===== config.mk =====
export PLATFORM = sky130hd
export DESIGN_NAME = mrn_responder
export DESIGN_NICKNAME = d
export VERILOG_FILES = /design/src/hw/mrn_pkg.sv /design/src/hw/mrn_responder.sv /design/src/hw/mrn_crc16.sv /design/src/hw/mrn_bitpick.sv
export SDC_FILE = /design/constraint.sdc
export NUM_CORES = 1
export LEC_CHECK = 0
export ABC_AREA = 1
export ABC_CLOCK_PERIOD_IN_PS = 7900
export BUFFER_PORTS_ARGS = -buffer_cell sky130_fd_sc_hd__buf_2
export CORE_ASPECT_RATIO = 0.75
export CORE_MARGIN = 4
export CORE_UTILIZATION = 35
export DETAILED_ROUTE_END_ITERATION = 7
export SKIP_LAST_GASP = 1
export SLEW_MARGIN = 40
export SYNTH_ARGS = -nofsm -noshare
export SYNTH_HDL_FRONTEND = slang
export SYNTH_SLANG_ARGS = --single-unit

===== constraint.sdc =====
create_clock -name REF_CLK_I -period 7.9 [get_ports REF_CLK_I]
set_input_delay 0.79 -clock REF_CLK_I [delete_from_list [all_inputs] [get_ports REF_CLK_I]]
set_output_delay 0.79 -clock REF_CLK_I [all_outputs]
set_load 0.05 [all_outputs]

===== src/hw/mrn_pkg.sv =====
// Behaviour
// - Act only on frames whose first byte equals our address, legal range 1 to 247.
// - Input registers start at 40000; node n owns seven from (n-1)*7+40000.
// - An input register read beyond 350 registers is invalid.
// - At most 50 wireless nodes are mapped.
// - Every frame ends with a CRC, low byte first; receiver verifies it.
// - Input register reply byte count is twice the quantity, two bytes each.
// - Reply opens with the request's slave address and function code.
// - Temperature, humidity in tenths; light, gas, compounds in whole units.
// - A coil read of more than 100 outputs is invalid.
// - Two-output node ID owns two coil addresses starting at (ID-1)*2.
// - Bit reply byte count is N/8 + N%8.
// - Coil bits are packed into bytes, lower addresses first.
// - Function 0x02 reads discrete inputs of the four-input nodes.
// - A discrete input read of more than 200 inputs is invalid.
// - Four-input node ID owns four input addresses starting at (ID-1)*4.
// - Discrete inputs packed eight to a byte, lowest addresses first.
package mrn_pkg;

  // Function codes served.
  localparam logic [7:0]  FC_RD_COIL = 8'h01;
  localparam logic [7:0]  FC_RD_DISC = 8'h02;
  localparam logic [7:0]  FC_RD_IREG = 8'h04;

  // Legal slave address range.
  localparam logic [7:0]  ADDR_MIN   = 8'h01;
  localparam logic [7:0]  ADDR_MAX   = 8'hF7;

  // Node map.
  localparam logic [15:0] IREG_BASE  = 16'h9C40;
  localparam int          NODE_MAX   = 50;
  localparam int          IREG_NODE  = 7;
  localparam int          COIL_NODE  = 2;
  localparam int          DISC_NODE  = 4;
  localparam int          IREG_TOTAL = NODE_MAX * IREG_NODE;
  localparam int          COIL_TOTAL = NODE_MAX * COIL_NODE;
  localparam int          DISC_TOTAL = NODE_MAX * DISC_NODE;

  // Frame layout.
  localparam logic [3:0]  REQ_LEN    = 4'h8;
  localparam logic [3:0]  REQ_KEEP   = 4'h6;
  localparam logic [9:0]  HDR_BYTES  = 10'h003;
  localparam logic [9:0]  CRC_BYTES  = 10'h002;

  // Check field.
  localparam logic [15:0] CRC_INIT   = 16'hFFFF;
  localparam logic [15:0] CRC_POLY   = 16'hA001;
  localparam logic [15:0] CRC_GOOD   = 16'h0000;

  // Responder states, Gray from ST_RX to ST_HOLD; the steps back from ST_HOLD to ST_PREP and ST_RX change two bits.
  typedef enum logic [2:0] {
    ST_RX   = 3'b000,
    ST_CHK  = 3'b001,
    ST_PREP = 3'b011,
    ST_LOAD = 3'b010,
    ST_HOLD = 3'b110
  } mrn_state_e;

  // One byte of the reflected CRC-16.
  function automatic logic [15:0] crc_step(input logic [15:0] c, input logic [7:0] b);
    logic [15:0] r;
    r = c ^ {8'h00, b};
    for (int i = 0; i < 8; i++) begin
      r = r[0] ? ((r >> 1) ^ CRC_POLY) : (r >> 1);
    end
    return r;
  endfunction

  // Quantity nonzero and the window fits below the limit.
  function automatic logic range_ok(input logic [15:0] s, input logic [15:0] q,
                                    input logic [16:0] lim);
    return (q != 16'h0000) && ({1'b0, q} <= lim) && (({1'b0, s} + {1'b0, q}) <= lim);
  endfunction

endpackage


===== src/hw/mrn_responder.sv =====
`timescale 1ns/10ps
// Serial request responder for the node status and measurement map.
module mrn_responder import mrn_pkg::*; (
  // Clock and reset.
  input  wire logic                  REF_CLK_I,
  input  wire logic                  NRST_I,
  // Configuration.
  input  wire logic [7:0]            SLAVE_ADDR_I,
  // Received bytes and the end-of-frame gap.
  input  wire logic [7:0]            RX_DATA_I,
  input  wire logic                  RX_VALID_I,
  input  wire logic                  RX_END_I,
  // Node values.
  output logic      [8:0]            IREG_IDX_O,
  input  wire logic [15:0]           IREG_DATA_I,
  input  wire logic [COIL_TOTAL-1:0] COIL_I,
  input  wire logic [DISC_TOTAL-1:0] DISC_I,
  // Reply bytes.
  output logic      [7:0]            TX_DATA_O,
  output logic                       TX_VALID_O,
  input  wire logic                  TX_READY_I
);

  mrn_state_e  st_q;
  mrn_state_e  st_d;
  logic [3:0]  cnt_q;
  logic [7:0]  buf_q [0:5];
  logic [7:0]  fc_q;
  logic [15:0] off_q;
  logic [15:0] qty_q;
  logic [9:0]  bc_q;
  logic [9:0]  len_q;
  logic [9:0]  t_q;
  logic [8:0]  idx_q;
  logic [7:0]  tx_q;
  logic        vld_q;
  logic [15:0] rx_crc;
  logic [15:0] tx_crc;
  logic [7:0]  pick;

  // Request fields, sent high byte first.
  wire [7:0]  req_addr  = buf_q[0];
  wire [7:0]  req_fc    = buf_q[1];
  wire [15:0] req_start = {buf_q[2], buf_q[3]};
  wire [15:0] req_qty   = {buf_q[4], buf_q[5]};

  // Address filter; an unset or out-of-range address answers nobody.
  wire addr_legal = (SLAVE_ADDR_I >= ADDR_MIN) && (SLAVE_ADDR_I <= ADDR_MAX);
  wire addr_ok    = addr_legal && (req_addr == SLAVE_ADDR_I);

  // Frame integrity: fixed length and zero CRC residue.
  wire len_ok = (cnt_q == REQ_LEN);
  wire crc_ok = (rx_crc == CRC_GOOD);

  // Input register window, relative to the map base.
  wire [15:0] ireg_off = req_start - IREG_BASE;
  wire ireg_ok = (req_start >= IREG_BASE)
               && range_ok(ireg_off, req_qty, 17'(IREG_TOTAL));

  // Bit windows; the map covers all nodes from address zero.
  wire coil_ok = range_ok(req_start, req_qty, 17'(COIL_TOTAL));
  wire disc_ok = range_ok(req_start, req_qty, 17'(DISC_TOTAL));

  // Function decode and quantity check.
  wire fc_ireg = (req_fc == FC_RD_IREG);
  wire fc_coil = (req_fc == FC_RD_COIL);
  wire fc_disc = (req_fc == FC_RD_DISC);
  wire qty_ok  = (fc_ireg && ireg_ok) || (fc_coil && coil_ok) || (fc_disc && disc_ok);

  // Anything failing here is dropped without a word.
  wire req_ok = len_ok && crc_ok && addr_ok && qty_ok;

  // Byte count: two per register, or the bit formula as printed.
  wire [9:0] word_bc = {req_qty[8:0], 1'b0};
  wire [9:0] bit_bc  = req_qty[12:3] + {7'h00, req_qty[2:0]};
  wire [9:0] new_bc  = fc_ireg ? word_bc : bit_bc;

  // Reply position bookkeeping.
  wire [9:0] d_idx   = t_q - HDR_BYTES;
  wire [9:0] crc_pos = len_q - CRC_BYTES;
  wire       at_lo   = (t_q == crc_pos);
  wire       at_hi   = (t_q == len_q - 10'h001);
  wire       in_body = (t_q >= HDR_BYTES) && (t_q < crc_pos);

  // Bit window for the current data byte.
  wire [9:0] bit_done = {d_idx[6:0], 3'h0};
  wire [9:0] bit_from = off_q[9:0] + bit_done;
  wire [9:0] bit_left = (qty_q[9:0] > bit_done) ? (qty_q[9:0] - bit_done) : 10'h000;

  // Coils sit in the low part of the shared picker vector.
  wire [DISC_TOTAL-1:0] bit_vec = (fc_q == FC_RD_COIL)
                                ? {{(DISC_TOTAL-COIL_TOTAL){1'b0}}, COIL_I}
                                : DISC_I;

  mrn_bitpick #(
    .W       (DISC_TOTAL)
  ) u_pick (
    .vec_i   (bit_vec),
    .first_i (bit_from),
    .left_i  (bit_left),
    .byte_o  (pick)
  );

  // Register words go high byte first; values pass unscaled.
  wire [7:0] word_byte = d_idx[0] ? IREG_DATA_I[7:0] : IREG_DATA_I[15:8];

  // Reply byte selection, check field low byte first.
  wire [7:0] body_byte = (fc_q == FC_RD_IREG) ? word_byte : pick;
  wire [7:0] next_byte = (t_q == 10'h000) ? SLAVE_ADDR_I
                       : (t_q == 10'h001) ? fc_q
                       : (t_q == 10'h002) ? bc_q[7:0]
                       : at_lo            ? tx_crc[7:0]
                       : at_hi            ? tx_crc[15:8]
                       : in_body          ? body_byte
                       : 8'h00;

  // Handshake events.
  wire rx_take = (st_q == ST_RX) && RX_VALID_I;
  wire tx_done = (st_q == ST_HOLD) && TX_READY_I;
  wire tx_last = tx_done && at_hi;

  // Both check engines restart when a request is judged.
  mrn_crc16 u_rx_crc (
    .clk_i   (REF_CLK_I),
    .rst_n_i (NRST_I),
    .clr_i   (st_q == ST_CHK),
    .en_i    (rx_take),
    .byte_i  (RX_DATA_I),
    .crc_o   (rx_crc)
  );

  // The reply check covers every byte before the check field.
  mrn_crc16 u_tx_crc (
    .clk_i   (REF_CLK_I),
    .rst_n_i (NRST_I),
    .clr_i   (st_q == ST_CHK),
    .en_i    (tx_done && (t_q < crc_pos)),
    .byte_i  (tx_q),
    .crc_o   (tx_crc)
  );

  // Next state; bytes arriving while a reply runs are not heard.
  always_comb begin
    st_d = st_q;
    case (st_q)
      ST_RX:   st_d = RX_END_I ? ST_CHK : ST_RX;
      ST_CHK:  st_d = req_ok ? ST_PREP : ST_RX;
      ST_PREP: st_d = ST_LOAD;
      ST_LOAD: st_d = ST_HOLD;
      ST_HOLD: begin
        if (tx_last) begin
          st_d = ST_RX;
        end else if (tx_done) begin
          st_d = ST_PREP;
        end
      end
      default: st_d = ST_RX;
    endcase
  end

  // State register.
  always_ff @(posedge REF_CLK_I or negedge NRST_I) begin
    if (!NRST_I) begin
      st_q <= ST_RX;
    end else begin
      st_q <= st_d;
    end
  end

  // Receive side: keep the six header bytes, count the whole frame.
  always_ff @(posedge REF_CLK_I or negedge NRST_I) begin
    if (!NRST_I) begin
      cnt_q <= 4'h0;
      for (int i = 0; i < 6; i++) begin
        buf_q[i] <= 8'h00;
      end
    end else if (st_q == ST_CHK) begin
      cnt_q <= 4'h0;
    end else if (rx_take) begin
      if (cnt_q < REQ_KEEP) begin
        buf_q[cnt_q[2:0]] <= RX_DATA_I;
      end
      if (cnt_q != 4'hF) begin
        cnt_q <= cnt_q + 4'h1;
      end
    end
  end

  // Accepted request is frozen for the whole reply.
  always_ff @(posedge REF_CLK_I or negedge NRST_I) begin
    if (!NRST_I) begin
      fc_q  <= 8'h00;
      off_q <= 16'h0000;
      qty_q <= 16'h0000;
      bc_q  <= 10'h000;
      len_q <= 10'h000;
    end else if ((st_q == ST_CHK) && req_ok) begin
      fc_q  <= req_fc;
      off_q <= fc_ireg ? ireg_off : req_start;
      qty_q <= req_qty;
      bc_q  <= new_bc;
      len_q <= new_bc + HDR_BYTES + CRC_BYTES;
    end
  end

  // Reply position advances on each accepted byte.
  always_ff @(posedge REF_CLK_I or negedge NRST_I) begin
    if (!NRST_I) begin
      t_q <= 10'h000;
    end else if (st_q == ST_CHK) begin
      t_q <= 10'h000;
    end else if (tx_done) begin
      t_q <= t_q + 10'h001;
    end
  end

  // Register index is set a cycle ahead so the word is stable at load.
  always_ff @(posedge REF_CLK_I or negedge NRST_I) begin
    if (!NRST_I) begin
      idx_q <= 9'h000;
    end else if ((st_q == ST_PREP) && in_body) begin
      idx_q <= off_q[8:0] + d_idx[9:1];
    end
  end

  // Output byte register with its valid.
  always_ff @(posedge REF_CLK_I or negedge NRST_I) begin
    if (!NRST_I) begin
      tx_q  <= 8'h00;
      vld_q <= 1'b0;
    end else if (st_q == ST_LOAD) begin
      tx_q  <= next_byte;
      vld_q <= 1'b1;
    end else if (tx_done) begin
      vld_q <= 1'b0;
    end
  end

  assign IREG_IDX_O = idx_q;
  assign TX_DATA_O  = tx_q;
  assign TX_VALID_O = vld_q;
endmodule


===== src/hw/mrn_crc16.sv =====
`timescale 1ns/10ps
// Running CRC-16 over a byte stream, cleared per frame.
module mrn_crc16 import mrn_pkg::*; (
  // Clock and reset.
  input  wire logic        clk_i,
  input  wire logic        rst_n_i,
  // Byte stream.
  input  wire logic        clr_i,
  input  wire logic        en_i,
  input  wire logic [7:0]  byte_i,
  // Result.
  output logic      [15:0] crc_o
);

  // Clear wins over a byte so a new frame always starts clean.
  always_ff @(posedge clk_i or negedge rst_n_i) begin
    if (!rst_n_i) begin
      crc_o <= CRC_INIT;
    end else if (clr_i) begin
      crc_o <= CRC_INIT;
    end else if (en_i) begin
      crc_o <= crc_step(crc_o, byte_i);
    end
  end

endmodule


===== src/hw/mrn_bitpick.sv =====
`timescale 1ns/10ps
// Picks eight bits of a status vector into one reply byte.
module mrn_bitpick #(
  parameter int W = 200
) (
  input  wire logic [W-1:0] vec_i,
  input  wire logic [9:0]   first_i,
  input  wire logic [9:0]   left_i,
  output logic      [7:0]   byte_o
);

  // Bit k holds address first+k; bits past the count or the map read zero.
  always_comb begin
    for (int k = 0; k < 8; k++) begin
      byte_o[k] = 1'b0;
      if ((10'(k) < left_i) && ((32'(first_i) + k) < W)) begin
        byte_o[k] = vec_i[32'(first_i) + k];
      end
    end
  end

endmodule


==> results.py <==
metrics = {
    "drt": {
        "drc_errors": 21,
        "wl_mm": 125,
        "wl_per_cell_um": 24.0,
        "vias": 30900,
        "vias_per_cell": 5.94,
        "drt_iter0_drc": 5554,
        "dr.pass1.iters": 8,
        "ant_nets": 0,
    },
    "grt": {
        "grt.overflow.total": 0,
        "grt_pass1_wl_mm": 180,
        "track_usage_pct": 33.3,
        "antenna_found_initial": 9,
        "first_global_vias": 26900,
        "grt_max_degree": 136,
    },
    "synthesis": {
        "syn-num-nets": 4549,
        "synth_cell_types": 62,
        "synthTopCellsByCount": "nand3_1 (1289), nand2_1 (1035), inv_1 (367)",
        "synth-edff-count": 0,
        "async_flop_share_pct": 100,
        "synth_top_area_share_pct": 27.2,
        "syn_area_per_cell_um2": 5.76,
        "synthFlopType": "dfrtp_1",
        "synth_cells": 4125,
        "synth_seq_cells": 161,
        "synth_area_um2": 23800,
        "synth.most_common_cell": "nand3_1",
        "synth_top_cell_by_area": "nand3_1",
        "synth_area_leaders": "nand3_1 (27%), nand2_1 (16%), dfrtp_1 (14%), inv_1 (5.8%), ha_1 (4.3%)",
        "seq_area_frac_synth_pct": 17.1,
        "synth.yosys.warnings": 0,
    },
    "critical_path": {
        "cp-endpoint": "TX_DATA_O[1]",
        "crit_start": "t_q[0]",
        "worstReg2RegStart": "t_q[0]",
        "crit_path_end_kind": "flop",
        "cpMostUsedCell": "nand2_1",
        "rr_worst_depth": 25,
        "arrival_ns": 5.87,
        "crit_fanout": 15,
        "worstPathRequired_ns": 8.23,
        "r2r-end": "TX_DATA_O[1]",
        "critPathMaxStageDelay_ns": 0.78,
        "start_kind": "flop",
        "criticalPathCategory": "flop to flop",
        "cp_slowest_cell": "fa_1",
        "rrSetupSlack_ns": 2.36,
    },
    "clock_tree": {
        "tritoncts": "done",
        "clkLatencyLatePin_ns": 0.45,
        "hold_buffers": 0,
        "clock_sinks": 161,
        "cts_buffers": 17,
        "cts.clk_slew.worst_paths_ns": 0.08,
        "cts_setup_buffers": 0,
        "cts_buffer_depth": 2,
        "cts_root_buffer": "clkbuf_16",
        "cts_resized": 0,
        "htreeDepth": 4,
    },
    "floorplan": {
        "floorplan.initialDensity_pct": 35.5,
        "die_x_um": 309,
        "die_h_um": 234,
        "core_area_um2": 67000,
        "fp-row-count": 82,
        "die_area_um2": 72100,
        "ios": 355,
    },
    "timing": {
        "fin_tns_setup_ns": 0,
        "slew_headroom_pct": 38.5,
        "drv_slew": 0,
        "finalSetupViolations": 0,
        "fin_crit_ns": 5.54,
        "whs_ns": 0.350,
        "tightest_slew_ns": 0.917,
        "fin_worst_skew_ns": 0.0109,
        "fmax_ghz": 0.181,
        "hold_violations": 0,
        "rsz0062_at_grt": "false",
        "fin_crit_sh_pct": 70.1,
    },
    "flow_run": {
        "drv_cap": 0,
    },
    "min_path": {
        "hp-class": "primary input to asynchronous set/reset pin",
    },
    "place": {
        "dp.cells": 5163,
        "dp_hpwl_mm": 98.3,
        "gp_congestion": 1.10,
        "port_buffers": 354,
    },
    "finish": {
        "syn_to_final_growth_pct": 12.5,
        "layout.cells.non_filler": 5202,
        "fill_cells": 7468,
        "drive_gt1_share_pct": 13.9,
        "layout.nets": 4724,
    },
    "pwr": {
        "p_per_area_nw_per_um2": 271,
        "ir_worst_vdd_uv": 169,
        "p_leak_nw": 13.6,
    },
    "run_status": {
        "violations": "design-rule violations",
        "status": "complete, but fails checks",
    },
}
## layout by cell type (no fill, tap or decap), types with 5 or more instances in the layout
| master | count |
|---|---|
| nand3b_1 | 43 |
| nand2_2 | 31 |
| inv_8 | 5 |
| a21oi_2 | 5 |
| nor3_1 | 28 |
| inv_1 | 363 |
| a31oi_1 | 10 |
| o211ai_1 | 31 |
| dfstp_2 | 32 |
| diode_2 | 7 |
| o21ai_2 | 31 |
| nand4_1 | 40 |
| clkbuf_16 | 18 |
| xor2_1 | 92 |
| nor4_1 | 22 |
| xnor2_1 | 61 |
| dfrtp_1 | 126 |
| ha_1 | 81 |
| a22oi_1 | 9 |
| buf_2 | 353 |
| o21a_1 | 6 |
| clkinv_8 | 5 |
| nor2_1 | 162 |
| fa_1 | 5 |
| o21ai_1 | 26 |
| nand2_1 | 1034 |
| nand3_1 | 1289 |
| o21ai_0 | 155 |
| inv_2 | 36 |
| buf_4 | 35 |
| a21oi_1 | 91 |
## critical path: cells and delay by family (launching register included)
kind                       cells  cell delay [ns]
and+or+nand+nor               19             2.15
AOI/OAI and AO/OA              1             0.27
adders and majority gates      2             1.31
buffers and inverters          3             1.07
DFF                            1             0.63
## metrics by stage
step	area, um^2	setup slack (ns)	util [%]	power, W
floorplan	23800	4.09	-	0.00449
global placement	26000	2.12	38.8	0.00609
detailed placement	26100	2.62	38.9	0.00613
CTS	26700	2.59	39.8	0.00703
global route	26700	2.29	39.9	0.00767
finish	26700	2.36	39.9	0.00723
## cell type report
| class | instances | area, um^2 | share of cell area, % |
|---|---|---|---|
| inverters | 407 | 1540 | 5.76 |
| diodes | 7 | 17.5 | 0.0656 |
| multi-input cells | 3320 | 17200 | 64.5 |
| clock inverters | 14 | 178 | 0.665 |
| well taps | 882 | 1100 | 4.13 |
| repair buffers | 393 | 2110 | 7.91 |
| flip-flops and latches | 161 | 4080 | 15.3 |
| clock buffers | 18 | 450 | 1.69 |
## sequential cells by signal, summed over array words and instances (netlist names)
register and flops:
st_q 3, req_fc 8, fc_q 8, bc_q 8, u_rx_crc.crc_o 16, cnt_q 4
TX_DATA_O 8, len_q 10, IREG_IDX_O 9, qty_q 10, req_addr 8, off_q 10
buf_q 32, t_q 10, TX_VALID_O 1, u_tx_crc.crc_o 16
## metal layers
| metal | track usage (%) | vias up | part of all wire [%] |
|---|---|---|---|
| met2 | 43.7 | 2049 | 37 |
| met1 | 50.0 | 14300 | 45 |
| met3 | 12.8 | 267 | 15 |
| li1 | - | 14200 | - |
| met5 | 0 | - | 0.19 |
| met4 | 7.76 | 10 | 2.9 |
## cells by family after synthesis
logic type | after synthesis | synth area share (%)
fa+ha+maj | 87 | 4.74
flops | 161 | 17.1
mux | 1 | 0.0421
xor+xnor | 162 | 6.08
simple gates | 2675 | 51.3
compound gates | 395 | 9.85
buf+inv | 644 | 10.9
## how the worst min path moves through the flow
stage | endpoint | startpoint | slack, ns | cells past startpoint
floorplan | cnt_q[3] | cnt_q[3] | 0.43 | 1
global placement | IREG_IDX_O[0] | IREG_IDX_O[0] | 0.45 | 2
detailed placement | IREG_IDX_O[0] | IREG_IDX_O[0] | 0.46 | 2
CTS | TX_DATA_O[4] | NRST_I | 0.38 | 1
global route | TX_DATA_O[4] | NRST_I | 0.39 | 1
finish | TX_VALID_O | NRST_I | 0.35 | 1
## power by group
part / leakage [nW] / switching, W / total (W) / internal, W
clock: 0.307 / 0.000433 / 0.000884 / 0.000451
combinational: 11.5 / 0.00343 / 0.00493 / 0.00149
sequential: 1.82 / 0.000316 / 0.00142 / 0.00111
No activity file was read; power rests on OpenSTA's default activity.
